### config.mk
export PLATFORM = sky130hd
export DESIGN_NAME = fcs_seq
export DESIGN_NICKNAME = d
export VERILOG_FILES = /design/src/fcs_pkg.sv /design/src/fcs_seq.sv /design/src/fcs_sync.sv /design/src/fcs_timer.sv
export SDC_FILE = /design/constraint.sdc
export NUM_CORES = 1
export LEC_CHECK = 0
export BUFFER_PORTS_ARGS = -buffer_cell sky130_fd_sc_hd__buf_4
export CAP_MARGIN = 20
export CELL_PAD_IN_SITES_DETAIL_PLACEMENT = 1
export CELL_PAD_IN_SITES_GLOBAL_PLACEMENT = 1
export CORE_MARGIN = 4
export CORE_UTILIZATION = 39
export CTS_CLUSTER_DIAMETER = 50
export DETAILED_ROUTE_END_ITERATION = 8
export PLACE_DENSITY_LB_ADDON = 0.1
export SYNTH_ARGS = -nofsm -noshare
export SYNTH_HDL_FRONTEND = slang
export SYNTH_SLANG_ARGS = --single-unit
### constraint.sdc
create_clock -name sys_clk -period 2.7 [get_ports sys_clk]
set_input_delay 0.405 -clock sys_clk [delete_from_list [all_inputs] [get_ports sys_clk]]
set_output_delay 0.405 -clock sys_clk [all_outputs]
set_load 0.01 [all_outputs]
### src/fcs_pkg.sv
`default_nettype none

package fcs_pkg;

  // ****************************************************************
  // Clock and times
  // ****************************************************************
  localparam int CLK_PERIOD_NS = 4;
  localparam int ERASE_WIN_NS = 100000;
  localparam int PROT_HOLD_NS = 100000;
  localparam int CMD_GAP_NS = 80000;
  localparam int TMR_W = 16;
  localparam logic [TMR_W-1:0] ERASE_WIN_CYC =
    TMR_W'((ERASE_WIN_NS + CLK_PERIOD_NS - 1) / CLK_PERIOD_NS);
  localparam logic [TMR_W-1:0] PROT_HOLD_CYC =
    TMR_W'((PROT_HOLD_NS + CLK_PERIOD_NS - 1) / CLK_PERIOD_NS);
  localparam logic [TMR_W-1:0] CMD_GAP_CYC =
    TMR_W'((CMD_GAP_NS + CLK_PERIOD_NS - 1) / CLK_PERIOD_NS);
  localparam logic [TMR_W-1:0] TMR_ONE = 16'h0001;

  // ****************************************************************
  // Widths and pin vector layout
  // ****************************************************************
  localparam int ADDR_W = 16;
  localparam int DATA_W = 8;
  localparam int SECT_N = 6;
  localparam int PIN_W = 32;
  localparam int PIN_WR = 31;
  localparam int PIN_RD = 30;
  localparam int PIN_SEL_LO = 24;
  localparam int PIN_ADDR_LO = 8;
  localparam int PIN_DATA_LO = 0;
  localparam logic [PIN_W-1:0] PIN_RST = 32'hc000_0000;
  localparam logic [SECT_N-1:0] MAIN_SECTORS = 6'h0f;
  localparam logic [SECT_N-1:0] SECOND_SECTORS = 6'h30;

  // ****************************************************************
  // Command codes and addresses
  // ****************************************************************
  localparam logic [11:0] UNLK1_ADDR = 12'h555;
  localparam logic [11:0] UNLK2_ADDR = 12'haaa;
  localparam logic [7:0] CMD_UNLK1 = 8'haa;
  localparam logic [7:0] CMD_UNLK2 = 8'h55;
  localparam logic [7:0] CMD_QUERY = 8'h90;
  localparam logic [7:0] CMD_PROG = 8'ha0;
  localparam logic [7:0] CMD_ERASE = 8'h80;
  localparam logic [7:0] CMD_SECT = 8'h30;
  localparam logic [7:0] CMD_BULK = 8'h10;
  localparam logic [7:0] CMD_SUSPEND = 8'hb0;
  localparam logic [7:0] CMD_RESUME = 8'h30;
  localparam logic [7:0] CMD_RESET = 8'hf0;

  // ****************************************************************
  // Status and query read layout
  // ****************************************************************
  localparam int POLL_BIT = 7;
  localparam int TOG_BIT = 6;
  localparam int ERR_BIT = 5;
  localparam int WIN_BIT = 3;
  localparam int QA6 = 6;
  localparam int QA1 = 1;
  localparam int QA0 = 0;
  localparam logic [7:0] PROT_NO = 8'h00;
  localparam logic [7:0] PROT_YES = 8'h01;
  localparam logic [7:0] RDATA_RST = 8'h00;

  typedef enum logic [3:0] {
    ST_READ, ST_UNLK1, ST_UNLK2, ST_PROG_DATA, ST_ERS_U0, ST_ERS_U1,
    ST_ERS_U2, ST_ERS_WIN, ST_ERS_BUSY, ST_ERS_SUSP, ST_BULK_BUSY,
    ST_PROG_BUSY, ST_PROT_HOLD, ST_QUERY, ST_ERROR
  } fcs_state_t;

endpackage

`default_nettype wire

### src/fcs_seq.sv
// Function
// Read mode needs no unlock cycles.
// Query or error holds until reset command.
// Host adds sectors within 80 us; the code's erase window is 100 us.
// Query read gives 00h or 01h.
// Suspend only during running sector erase.
// Resume acts only when suspended.
// Host runs code from the other bank.
// Read mode at power-up, reset, reset command.
// Host holds selects low, strobe high.
// Plain reads return addressed array byte.
// Program polling bit is data complement.
// Status valid after fourth or sixth write.
// Erase polling bit reads zero.
// Program into protected sector is ignored.
// All-protected erase holds zeros 100 us.
// Toggle bit inverts on each status read.
// Toggling stops, addressed byte returned.
// Error bit set on program or erase failure.
// Error bit cleared only by reset command.
// Window bit zero during sector collection.
// Status bits 7, 6, 5, 3 placed.
// Host stops using a failed sector.
// Commands open with two unlock writes.
// Bad byte or gap returns read mode.
// Only address bits 11 to 0 decoded.
// New sector command restarts window.
// Command byte codes decoded as listed.
`default_nettype none

module fcs_seq
  import fcs_pkg::*;
#(
  parameter logic [TMR_W-1:0] ERASE_WIN_CYCLES = ERASE_WIN_CYC,
  parameter logic [TMR_W-1:0] PROT_HOLD_CYCLES = PROT_HOLD_CYC,
  parameter logic [TMR_W-1:0] CMD_GAP_CYCLES = CMD_GAP_CYC
)
(
  input wire logic sys_clk,
  input wire logic rst_n,
  input wire logic [3:0] main_bank_sector_selects,
  input wire logic [1:0] second_bank_sector_selects,
  input wire logic write_strobe_line_n,
  input wire logic read_strobe_n,
  input wire logic [ADDR_W-1:0] bus_addr,
  input wire logic [DATA_W-1:0] bus_wdata,
  output logic [DATA_W-1:0] bus_rdata,
  input wire logic [SECT_N-1:0] sector_protected,
  output logic [ADDR_W-1:0] arr_addr,
  output logic [SECT_N-1:0] arr_sel,
  input wire logic [DATA_W-1:0] arr_rdata,
  output logic op_prog,
  output logic op_erase,
  output logic op_suspend,
  output logic op_resume,
  output logic op_abort,
  output logic [ADDR_W-1:0] op_addr,
  output logic [DATA_W-1:0] op_data,
  output logic [SECT_N-1:0] op_sectors,
  input wire logic op_done,
  input wire logic op_fail,
  output logic busy
);

  logic [PIN_W-1:0] pins_raw;
  logic [PIN_W-1:0] pins_s;
  logic wr_s, rd_s, wr_prev_q, rd_prev_q, wev, rev;
  logic [SECT_N-1:0] sel_s, mask_q, mask_d;
  logic [ADDR_W-1:0] addr_s;
  logic [11:0] a12;
  logic [DATA_W-1:0] d_s, status_byte, rdata_q, op_data_q;
  logic [ADDR_W-1:0] op_addr_q;
  logic [SECT_N-1:0] op_sectors_q;
  fcs_state_t state_q, state_d, idle;
  logic bank_q, bank_d, susp_q, susp_d, err_q, err_set, err_clr;
  logic do_prog, do_erase, do_susp, do_resume, do_abort;
  logic op_prog_q, op_erase_q, op_susp_q, op_resume_q, op_abort_q;
  logic tmr_load, tmr_exp, last_prog_q, tog_q, toggling, status_rd;
  logic prefix, qaddr, prot_hit;
  logic [TMR_W-1:0] tmr_val;

  // ****************************************************************
  // Decode helpers
  // ****************************************************************
  function automatic logic cmd_at(input logic [11:0] a,
    input logic [7:0] d, input logic [7:0] c, input logic [11:0] ca);
    cmd_at = (d == c) && (a == ca);
  endfunction

  function automatic logic bank_of(input logic [SECT_N-1:0] s);
    bank_of = |(s & SECOND_SECTORS);
  endfunction

  function automatic logic [SECT_N-1:0] bank_sectors(input logic b);
    bank_sectors = b ? SECOND_SECTORS : MAIN_SECTORS;
  endfunction

  function automatic logic live(input logic [SECT_N-1:0] m,
    input logic [SECT_N-1:0] p);
    live = |(m & ~p);
  endfunction

  // ****************************************************************
  // Pin capture and strobe edges
  // ****************************************************************
  assign pins_raw = {write_strobe_line_n, read_strobe_n,
    second_bank_sector_selects, main_bank_sector_selects,
    bus_addr, bus_wdata};

  fcs_sync #(.W(PIN_W), .RST_VAL(PIN_RST)) u_sync (
    .sys_clk(sys_clk),
    .rst_n(rst_n),
    .d(pins_raw),
    .q(pins_s)
  );

  assign wr_s = pins_s[PIN_WR];
  assign rd_s = pins_s[PIN_RD];
  assign sel_s = pins_s[PIN_SEL_LO +: SECT_N];
  assign addr_s = pins_s[PIN_ADDR_LO +: ADDR_W];
  assign d_s = pins_s[PIN_DATA_LO +: DATA_W];
  // low address only.
  assign a12 = addr_s[11:0];
  assign prot_hit = |(sel_s & sector_protected);
  assign qaddr = ~addr_s[QA6] & addr_s[QA1] & ~addr_s[QA0];

  // strobe idles high.
  always_ff @(posedge sys_clk or negedge rst_n)
  begin
    if (!rst_n)
    begin
      wr_prev_q <= 1'b1;
      rd_prev_q <= 1'b1;
    end
    else
    begin
      wr_prev_q <= wr_s;
      rd_prev_q <= rd_s;
    end
  end

  assign wev = wr_s & ~wr_prev_q & (|sel_s);
  assign rev = ~rd_s & rd_prev_q;

  fcs_timer u_timer (
    .sys_clk(sys_clk),
    .rst_n(rst_n),
    .load(tmr_load),
    .load_val(tmr_val),
    .expired(tmr_exp)
  );

  // ****************************************************************
  // Command decoder
  // ****************************************************************
  assign prefix = (state_q == ST_UNLK1) || (state_q == ST_UNLK2) ||
    (state_q == ST_PROG_DATA) || (state_q == ST_ERS_U0) ||
    (state_q == ST_ERS_U1) || (state_q == ST_ERS_U2);

  always_comb
  begin
    state_d = state_q;
    mask_d = mask_q;
    susp_d = susp_q;
    bank_d = bank_q;
    do_prog = 1'b0;
    do_erase = 1'b0;
    do_susp = 1'b0;
    do_resume = 1'b0;
    do_abort = 1'b0;
    tmr_load = 1'b0;
    tmr_val = CMD_GAP_CYCLES;
    err_set = 1'b0;
    err_clr = 1'b0;
    idle = susp_q ? ST_ERS_SUSP : ST_READ;
    // gap time-out.
    if (prefix && tmr_exp)
      state_d = idle;
    case (state_q)
      ST_READ, ST_ERS_SUSP:
        if (wev)
        begin
          // first unlock write.
          if (cmd_at(a12, d_s, CMD_UNLK1, UNLK1_ADDR))
          begin
            state_d = ST_UNLK1;
            bank_d = bank_of(sel_s);
            tmr_load = 1'b1;
          end
          // resume only when suspended.
          else if (state_q == ST_ERS_SUSP && d_s == CMD_RESUME)
          begin
            state_d = ST_ERS_BUSY;
            susp_d = 1'b0;
            do_resume = 1'b1;
          end
          // reset command.
          else if (d_s == CMD_RESET)
          begin
            state_d = ST_READ;
            susp_d = 1'b0;
            mask_d = '0;
            do_abort = susp_q;
          end
        end
      ST_UNLK1:
        if (wev)
        begin
          // second unlock write.
          if (cmd_at(a12, d_s, CMD_UNLK2, UNLK2_ADDR))
          begin
            state_d = ST_UNLK2;
            tmr_load = 1'b1;
          end
          else
            state_d = idle;
        end
      ST_UNLK2:
        if (wev)
        begin
          tmr_load = 1'b1;
          // command byte decode.
          if (cmd_at(a12, d_s, CMD_QUERY, UNLK1_ADDR))
            state_d = ST_QUERY;
          else if (cmd_at(a12, d_s, CMD_PROG, UNLK1_ADDR))
            state_d = ST_PROG_DATA;
          else if (cmd_at(a12, d_s, CMD_ERASE, UNLK1_ADDR) && !susp_q)
            state_d = ST_ERS_U0;
          else
            state_d = idle;
        end
      ST_PROG_DATA:
        if (wev)
        begin
          // protected target ignored.
          if (prot_hit)
            state_d = idle;
          else
          begin
            state_d = ST_PROG_BUSY;
            do_prog = 1'b1;
          end
        end
      ST_ERS_U0:
        if (wev)
        begin
          state_d = cmd_at(a12, d_s, CMD_UNLK1, UNLK1_ADDR) ?
            ST_ERS_U1 : idle;
          tmr_load = 1'b1;
        end
      ST_ERS_U1:
        if (wev)
        begin
          state_d = cmd_at(a12, d_s, CMD_UNLK2, UNLK2_ADDR) ?
            ST_ERS_U2 : idle;
          tmr_load = 1'b1;
        end
      ST_ERS_U2:
        if (wev)
        begin
          if (d_s == CMD_SECT)
          begin
            state_d = ST_ERS_WIN;
            mask_d = sel_s;
            tmr_load = 1'b1;
            tmr_val = ERASE_WIN_CYCLES;
          end
          else if (cmd_at(a12, d_s, CMD_BULK, UNLK1_ADDR))
          begin
            mask_d = bank_sectors(bank_q);
            tmr_load = 1'b1;
            tmr_val = PROT_HOLD_CYCLES;
            state_d = ST_PROT_HOLD;
            if (live(bank_sectors(bank_q), sector_protected))
            begin
              state_d = ST_BULK_BUSY;
              do_erase = 1'b1;
            end
          end
          else
            state_d = idle;
        end
      ST_ERS_WIN:
        if (wev)
        begin
          // extra sector restarts window.
          // host keeps within the window.
          if (d_s == CMD_SECT)
          begin
            mask_d = mask_q | sel_s;
            tmr_load = 1'b1;
            tmr_val = ERASE_WIN_CYCLES;
          end
          else if (d_s != CMD_SUSPEND)
          begin
            state_d = ST_READ;
            mask_d = '0;
          end
        end
        else if (tmr_exp)
        begin
          // all-protected erase holds.
          tmr_load = 1'b1;
          tmr_val = PROT_HOLD_CYCLES;
          state_d = ST_PROT_HOLD;
          if (live(mask_q, sector_protected))
          begin
            state_d = ST_ERS_BUSY;
            do_erase = 1'b1;
          end
        end
      ST_ERS_BUSY:
        // failure sets error.
        if (op_fail)
        begin
          state_d = ST_ERROR;
          err_set = 1'b1;
        end
        else if (op_done)
        begin
          state_d = ST_READ;
          mask_d = '0;
        end
        // suspend only while erasing.
        else if (wev && d_s == CMD_SUSPEND)
        begin
          state_d = ST_ERS_SUSP;
          susp_d = 1'b1;
          do_susp = 1'b1;
        end
        else if (wev && d_s == CMD_RESET)
        begin
          state_d = ST_READ;
          mask_d = '0;
          do_abort = 1'b1;
        end
      ST_PROG_BUSY, ST_BULK_BUSY:
        if (op_fail)
        begin
          state_d = ST_ERROR;
          err_set = 1'b1;
          susp_d = 1'b0;
          do_abort = susp_q;
        end
        else if (op_done)
          state_d = (state_q == ST_PROG_BUSY) ? idle : ST_READ;
      ST_PROT_HOLD:
        if (tmr_exp)
        begin
          state_d = ST_READ;
          mask_d = '0;
        end
      ST_QUERY, ST_ERROR:
        // only reset leaves.
        if (wev && d_s == CMD_RESET)
        begin
          state_d = ST_READ;
          err_clr = 1'b1;
          susp_d = 1'b0;
          mask_d = '0;
          do_abort = susp_q;
        end
      default:
        state_d = ST_READ;
    endcase
  end

  // power-up into read mode.
  always_ff @(posedge sys_clk or negedge rst_n)
  begin
    if (!rst_n)
    begin
      state_q <= ST_READ;
      mask_q <= '0;
      susp_q <= 1'b0;
      bank_q <= 1'b0;
    end
    else
    begin
      state_q <= state_d;
      mask_q <= mask_d;
      susp_q <= susp_d;
      bank_q <= bank_d;
    end
  end

  // set wins, reset command clears.
  always_ff @(posedge sys_clk or negedge rst_n)
  begin
    if (!rst_n)
      err_q <= 1'b0;
    else if (err_set)
      err_q <= 1'b1;
    else if (err_clr)
      err_q <= 1'b0;
  end

  // ****************************************************************
  // Array operation requests
  // ****************************************************************
  always_ff @(posedge sys_clk or negedge rst_n)
  begin
    if (!rst_n)
    begin
      op_prog_q <= 1'b0;
      op_erase_q <= 1'b0;
      op_susp_q <= 1'b0;
      op_resume_q <= 1'b0;
      op_abort_q <= 1'b0;
      op_addr_q <= '0;
      op_data_q <= '0;
      op_sectors_q <= '0;
      last_prog_q <= 1'b0;
    end
    else
    begin
      op_prog_q <= do_prog;
      op_erase_q <= do_erase;
      op_susp_q <= do_susp;
      op_resume_q <= do_resume;
      op_abort_q <= do_abort;
      if (do_prog)
      begin
        op_addr_q <= addr_s;
        op_data_q <= d_s;
        last_prog_q <= 1'b1;
      end
      if (do_erase)
        op_sectors_q <= mask_d & ~sector_protected;
      // erase polling zero.
      if (state_d inside {ST_ERS_WIN, ST_ERS_BUSY, ST_BULK_BUSY,
        ST_PROT_HOLD})
        last_prog_q <= 1'b0;
    end
  end

  // ****************************************************************
  // Read path and status
  // ****************************************************************
  assign toggling = (state_q == ST_PROG_BUSY) ||
    (state_q == ST_ERS_BUSY) || (state_q == ST_BULK_BUSY) ||
    (state_q == ST_ERS_WIN);
  // status only for the busy bank.
  // status after last command write.
  assign status_rd = (toggling || state_q == ST_PROT_HOLD ||
    state_q == ST_ERROR) && (|sel_s) && (bank_of(sel_s) == bank_q);

  // status bit placement.
  always_comb
  begin
    status_byte = '0;
    // program polling complement.
    // erase polling zero.
    status_byte[POLL_BIT] = last_prog_q & ~op_data_q[7];
    status_byte[TOG_BIT] = toggling & tog_q;
    status_byte[ERR_BIT] = err_q;
    // window bit low while collecting.
    status_byte[WIN_BIT] = (state_q != ST_ERS_WIN);
  end

  // toggle per status read.
  always_ff @(posedge sys_clk or negedge rst_n)
  begin
    if (!rst_n)
      tog_q <= 1'b0;
    else if (rev && status_rd && toggling)
      tog_q <= ~tog_q;
  end

  always_ff @(posedge sys_clk or negedge rst_n)
  begin
    if (!rst_n)
      rdata_q <= RDATA_RST;
    else if (rev)
    begin
      if (status_rd)
        rdata_q <= status_byte;
      // protection query read.
      else if (state_q == ST_QUERY && qaddr && (|sel_s))
        rdata_q <= prot_hit ? PROT_YES : PROT_NO;
      // plain array read.
      // addressed array byte.
      // back to array data.
      else
        rdata_q <= arr_rdata;
    end
  end

  assign bus_rdata = rdata_q;
  assign arr_addr = addr_s;
  assign arr_sel = sel_s;
  assign op_prog = op_prog_q;
  assign op_erase = op_erase_q;
  assign op_suspend = op_susp_q;
  assign op_resume = op_resume_q;
  assign op_abort = op_abort_q;
  assign op_addr = op_addr_q;
  assign op_data = op_data_q;
  assign op_sectors = op_sectors_q;
  assign busy = toggling || (state_q == ST_PROT_HOLD);
endmodule

`default_nettype wire

### src/fcs_sync.sv
`default_nettype none

module fcs_sync
  import fcs_pkg::*;
#(
  parameter int W = 1,
  parameter logic [W-1:0] RST_VAL = '0
)
(
  input wire logic sys_clk,
  input wire logic rst_n,
  input wire logic [W-1:0] d,
  output logic [W-1:0] q
);

  logic [W-1:0] meta_q;
  logic [W-1:0] sync_q;

  // ****************************************************************
  // Two flip-flop synchroniser
  // ****************************************************************
  always_ff @(posedge sys_clk or negedge rst_n)
  begin
    if (!rst_n)
    begin
      meta_q <= RST_VAL;
      sync_q <= RST_VAL;
    end
    else
    begin
      meta_q <= d;
      sync_q <= meta_q;
    end
  end

  assign q = sync_q;

endmodule

`default_nettype wire

### src/fcs_timer.sv
`default_nettype none

module fcs_timer
  import fcs_pkg::*;
(
  input wire logic sys_clk,
  input wire logic rst_n,
  input wire logic load,
  input wire logic [TMR_W-1:0] load_val,
  output logic expired
);

  logic [TMR_W-1:0] count_q;

  // ****************************************************************
  // Down counter
  // ****************************************************************
  always_ff @(posedge sys_clk or negedge rst_n)
  begin
    if (!rst_n)
      count_q <= '0;
    else if (load)
      count_q <= load_val;
    else if (count_q != '0)
      count_q <= count_q - TMR_ONE;
  end

  assign expired = (count_q == TMR_ONE);

endmodule

`default_nettype wire

---- After elaboration in Yosys (flattened, before gate mapping) ----
Cells that the tools add are included.
word-level totals
  flip-flop bits (word level) ............. 140
  input port bits ......................... 50
  output and inout bits ................... 66
  word-level logic and storage cells ...... 253
cells by class
  add/subtract/negate cells ............... 1
  equality and inequality tests ........... 41
  multiplexer cells ....................... 124
  bitwise gates (word level) .............. 19
  reduce and logical (&&, ||, !) cells .... 47
operator list
  operator                                            number
  two-way mux 4 bit                                   33
  two-way mux 6 bit                                   16
  two-way mux 14 bit                                  5
  two-way mux 1 bit                                   56
  == test 8 bit, second input constant                6
  two-way mux 16 bit                                  3
  case mux 4 bit (12 select lines)                    1
  == test 4 bit, second input constant                10
  case mux 6 bit (6 select lines)                     1
  case mux 16 bit (2 select lines)                    1
  bitwise AND 6 bit                                   4
  OR reduction 6 bit                                  4
  == test 4 x 3 -> 1 bit, second input constant       5
  logical AND 1 bit                                   17
  == test 16 x 1 -> 1 bit, second input constant      1
  two-way mux 8 bit                                   2
  nonzero test 16 bit                                 1
  subtractor 16 x 1 -> 16 bit, second input constant  1
  != test 2 bit, second input constant                7
  == test 12 x 11 -> 1 bit, second input constant     1
  == test 12 bit, second input constant               1
  logical OR 1 bit                                    10
  AND reduction 9 bit                                 1
  == test 4 x 2 -> 1 bit, second input constant       2
  other kinds (23)                                    43

---- Longest topological paths before layout ----
  depth in word-level cells ............... 16
  depth in mapped cells ................... 10
  mapped depth without buffers ............ 9

---- Cells and area by module ----
Synthesis repeated with hierarchy kept, for this count alone.
second synthesis, totals
  cells, all modules ...................... 620
  area total of the unflattened synthesis .. 6641.4 um2
by module, submodules not included
  module     times used  cells each  area each (um2)  sequential area each (um2)
  fcs_seq    1           445         3961.3           1503.9
  fcs_sync   1           64          1606.5           1606.5
  fcs_timer  1           111         1073.5           400.4

---- Worst setup path after synthesis ----
OpenSTA, ideal clock, no wires.
  path kind ............................... register to register
  start point ............................. register u_sync.sync_q[24] (netlist: u_sync.q[24])
  end point ............................... register last_prog_q
  setup time .............................. 0.131 ns
  arrival time ............................ 2.553 ns
  data required time ...................... 2.569 ns
  path slack .............................. 0.016 ns
  stages on the path, launching flop included .. 11
  path buffers ............................ 2
  clock period less this slack ............ 2.684 ns
  cell sequence ........................... dfrtp_1 or4_4 o31a_1 buf_6 and3_4 buf_6 or4_4 a211oi_2 o22a_2 o21a_1 a21oi_2
between the ends
  longest elaborated chain between the ends .. 11
  elaborated cells between the ends (all ways) .. 30
  classes of those cells .................. 4 x eq/ne; 18 x mux; 2 x bitwise; 6 x reduce/logical
ends and longest elaborated chain
  what                                                            RTL line                        source
  start, declared                                                 fcs_sync.sv:17                  logic [W-1:0] sync_q;
  start signal, assigned                                          fcs_sync.sv:32                  sync_q <= meta_q;
  OR reduction 6 bit                                              fcs_seq.sv:142                  assign wev = wr_s & ~wr_prev_q & (|sel_s);
  bitwise AND 1 bit                                               fcs_seq.sv:142
  logical AND 1 bit                                               fcs_seq.sv:331, fcs_seq.sv:355
  two-way mux 4 bit                                               fcs_seq.sv:331, fcs_seq.sv:355
  two-way mux 4 bit                                               fcs_seq.sv:325                  else if (wev && d_s == CMD_SUSPEND)
  two-way mux 4 bit                                               fcs_seq.sv:319                  else if (op_done)
  two-way mux 4 bit                                               fcs_seq.sv:314                  if (op_fail)
  case mux 4 bit (12 select lines)                                fcs_seq.sv:179                  case (state_q)
  == test 4 x 3 -> 1 bit / == test 4 bit (equally long branches)  fcs_seq.sv:431                  if (state_d inside {ST_ERS_WIN, ST_ERS_BUSY, ST_BULK_BUSY,
  nonzero test 4 bit                                              fcs_seq.sv:431
  two-way mux 1 bit / nonzero test 2 bit (equally long branches)  --
  end signal, assigned                                            fcs_seq.sv:413                  last_prog_q <= 1'b0;
  end signal, assigned                                            fcs_seq.sv:426                  last_prog_q <= 1'b1;
  end signal, assigned                                            fcs_seq.sv:433                  last_prog_q <= 1'b0;
  end, declared                                                   fcs_seq.sv:78                   logic tmr_load, tmr_exp, last_prog_q, tog_q, toggling, status_rd;
Several ways; a longest one is shown, not always the timed one.
A chain may end at the register's enable or synchronous reset.

---- Worst setup path in the final report ----
Same ends and word-level chain as after synthesis.

==> results_dict.tcl <==
set metrics [dict create \
    failed_checks "setup timing" \
    num_rows 46 \
    numCtsBuffers 17 \
    grt.overflow.total 0 \
    status "finished, violations left" \
    slowest_delay_ps 560 \
    cp-end-kind "flop" \
    tightest_slew_ps 498.9 \
    clock_skew_ps 19.33 \
    postLayoutCoreUtil_pct 55.09 \
    synthDominantCellAreaShare_pct 52.21 \
    path_class "flop to flop" \
    synth_cell_types 73 \
    vias 5537 \
    io_pins 116 \
    start_util_pct 40.14 \
    grt_max_degree 74 \
    async_flop_share_pct 100.0 \
    cts_sinks 140 \
    critical_path.slowest_cell "or4_4" \
    core_area_mm2 0.01600 \
    ir_drop_uv 429.7 \
    rsz0062_at_grt "yes" \
    worstPathArrival_ps 3030 \
    grt_pass1_wl_um 33070 \
    drc 0 \
    fin_setup_tns_ps -29.43 \
    crit_required_ps 3000 \
    crit_top_cell "or4_4" \
    cts_root_buf "clkbuf_16" \
    yosysWarnings 0 \
    track_usage_pct 23.33 \
    drt-vias-per-instance 5.482 \
    nNetsFinal 834 \
    place_congestion 1.043 \
    wirelength_um 20810 \
    leakage_nw 4.074 \
    clk-insertion-delay-late_ps 430 \
    dieArea_mm2 0.01858 \
    ys_ff_latch 140 \
    insertedDiodeCount 0 \
    clk_pin_slew_worst_paths_ps 70 \
    cp-start-kind "flop" \
    wire_per_inst_um 20.60 \
    portBuffers 115 \
    syn_to_final_growth_pct 37.25 \
    dr.pass1.iters 4 \
    die_y_um 136.3 \
    relSlewSlack_pct 66.21 \
    hold_start "bus_addr[11]" \
    htreeDepth 4 \
    die_x_um 136.3 \
    fmax_mhz 366.4 \
    synth_edf_count 0 \
    drv_cap 0 \
    setup_violations 1 \
    hpwl_um 16010 \
    drive_gt1_share_pct 39.04 \
    r2r_start "u_sync.q[24]" \
    final-hold-violation-count 0 \
    cts_buffer_depth 2 \
    holdWs_ps 77.43 \
    ys_seq_area_share_pct 54.67 \
    synth-main-ff-cell "dfrtp_1" \
    dr.first_iter.drc_count 239 \
    ant_nets 0 \
    synth_area_leader_cell "dfrtp_1" \
    synth_nets 653 \
    grt_pass1_vias 6052 \
    min_period_ps 2729 \
    critical_path.max_fanout 10 \
    antenna_found_initial 0 \
    startpoint "u_sync.q[24]" \
    yosys-top-cells-area "dfrtp_1 52%, mux2_2 4.6%, nand2_1 2.8%" \
    worstPathCellList "or4_4 -> o31a_1 -> buf_12 -> and3_4 -> or4_4 -> a211oi_2 -> o22a_2 -> o21a_1 -> a21oi_2" \
    final_max_slew_viol_count 0 \
    post-route-period-util_pct 101.1 \
    syn_area_per_cell_um2 10.70 \
    power_density_mw_per_mm2 838.9 \
    syn_inst 600 \
    layout_setup_ws_ps -29.43 \
    tritoncts "built" \
    min_path_type "input port to flop" \
    syn_area_mm2 0.006422 \
]
flip-flops by register name (all words and copies together), names as in the netlist, 4 cells and up:
signal           flops
op_data              8
op_sectors           6
mask_q               6
state_q              4
u_sync.meta_q       32
bus_rdata            8
u_timer.count_q     16
u_sync.q            32
op_addr             16
worst paths after layout:
check | slack (ps) | endpoint | depth (start not counted)
worst min register to register | 350 | u_sync.q[28] | 0
worst max-delay path | -30 | last_prog_q | 9
max in group asynchronous | 1460 | u_sync.q[17] | 3
worst min-delay path | 80 | u_sync.meta_q[19] | 1
worst max register to register | -30 | last_prog_q | 9
min in group asynchronous | 430 | u_timer.count_q[6] | 2
cell usage in the layout (no fill, tap or decap), types with 4 or more instances in the layout:
master     count
o21a_1         5
and4b_1        4
a22o_1         5
o21ai_0       34
clkbuf_16     17
xor2_1         5
nor2b_1        6
nor3_1        15
and3_1         6
a211oi_1       5
buf_4        202
a31oi_1       11
dfstp_2        6
a21oi_1       14
dfrtp_1      133
a21o_1         8
inv_1         22
o31ai_1        4
mux2_2        26
nand2_1       48
inv_8          4
nand4_1       10
or3_1          5
nand2b_1       6
and2_1         8
xnor2_1       13
nor4_1         8
o22ai_1        4
inv_6          6
nand3_1       11
nor2_1        43
synthesized netlist by cell type, types with 7 or more instances:
| cell | number |
|---|---|
| a21o_1 | 8 |
| a21oi_1 | 16 |
| a31oi_1 | 11 |
| and2_1 | 8 |
| buf_4 | 22 |
| clkbuf_1 | 16 |
| dfrtp_1 | 134 |
| inv_1 | 22 |
| mux2_2 | 26 |
| nand2_1 | 48 |
| nand2b_1 | 7 |
| nand3_1 | 12 |
| nand4_1 | 10 |
| nor2_1 | 44 |
| nor3_1 | 16 |
| nor4_1 | 11 |
| o21ai_0 | 35 |
| o31ai_1 | 7 |
| xnor2_1 | 13 |
metal layers:
| metal | share of wire [%] | track usage [%] |
|---|---|---|
| met5 | 0 | 0 |
| met1 | 41 | 28.30 |
| met3 | 4.5 | 5.033 |
| met4 | 3.4 | 9.518 |
| met2 | 51 | 40.29 |
logic make-up (layout without fill, tap and decap cells):
| kind of cell | Yosys count | count (layout) | synth area share (%) |
|---|---|---|---|
| AOI/OAI and AO/OA | 141 | 141 | 15.00 |
| xor gates and xnor gates | 18 | 18 | 2.455 |
| adders and majority gates | 3 | 3 | 0.5845 |
| buffers and inverters | 69 | 263 | 5.630 |
| DFF | 140 | 140 | 54.67 |
| muxes | 27 | 27 | 4.715 |
| and+or+nand+nor | 202 | 202 | 16.95 |
power breakdown:
part / leakage (nW) / switching, W / internal [W] / total (W)
sequential: 1.73 / 0.000260 / 0.00234 / 0.00260
combinational: 2.05 / 0.00137 / 0.00117 / 0.00254
clock: 0.287 / 0.00102 / 0.00123 / 0.00225
area by class of cell:
| type | instances | area (um^2) |
|---|---|---|
| timing repair buffer | 209 | 1614 |
| clock buffer | 17 | 425.4 |
| sequential | 140 | 3512 |
| clock inverter | 15 | 148.9 |
| tap | 216 | 270.3 |
| inverter | 22 | 82.58 |
| multi-input combinational | 391 | 2761 |
| fill | 1772 | 7186 |
critical path: cells and delay by family (launching register included):
kind / cells / cell delay [ps]
compound gates: 5 / 840
flops: 1 / 370
buf+inv: 1 / 160
simple gates: 3 / 1220
timing repair:
action	in CTS	in global routing
setup buffers	2	1
pin swaps	5	7
hold endpoints to repair	25	0
hold buffers	1	0
cloned	1	0
setup endpoints to repair	11	31
resized for setup	16	30
metrics by stage:
step | area (um^2) | power [W] | instances | worst slack (ps)
after floorplan | 6422 | 0.003752 | 600 | 15.86
after global placement | 7986 | 0.004900 | 973 | -24.69
after detailed placement | 7986 | 0.004949 | 973 | -146.0
after CTS | 8683 | 0.007344 | 1009 | -18.52
after global routing | 8815 | 0.007803 | 1010 | -117.5
final | 8815 | 0.007394 | 1010 | -29.43
(Power assumes the default switching activity.)
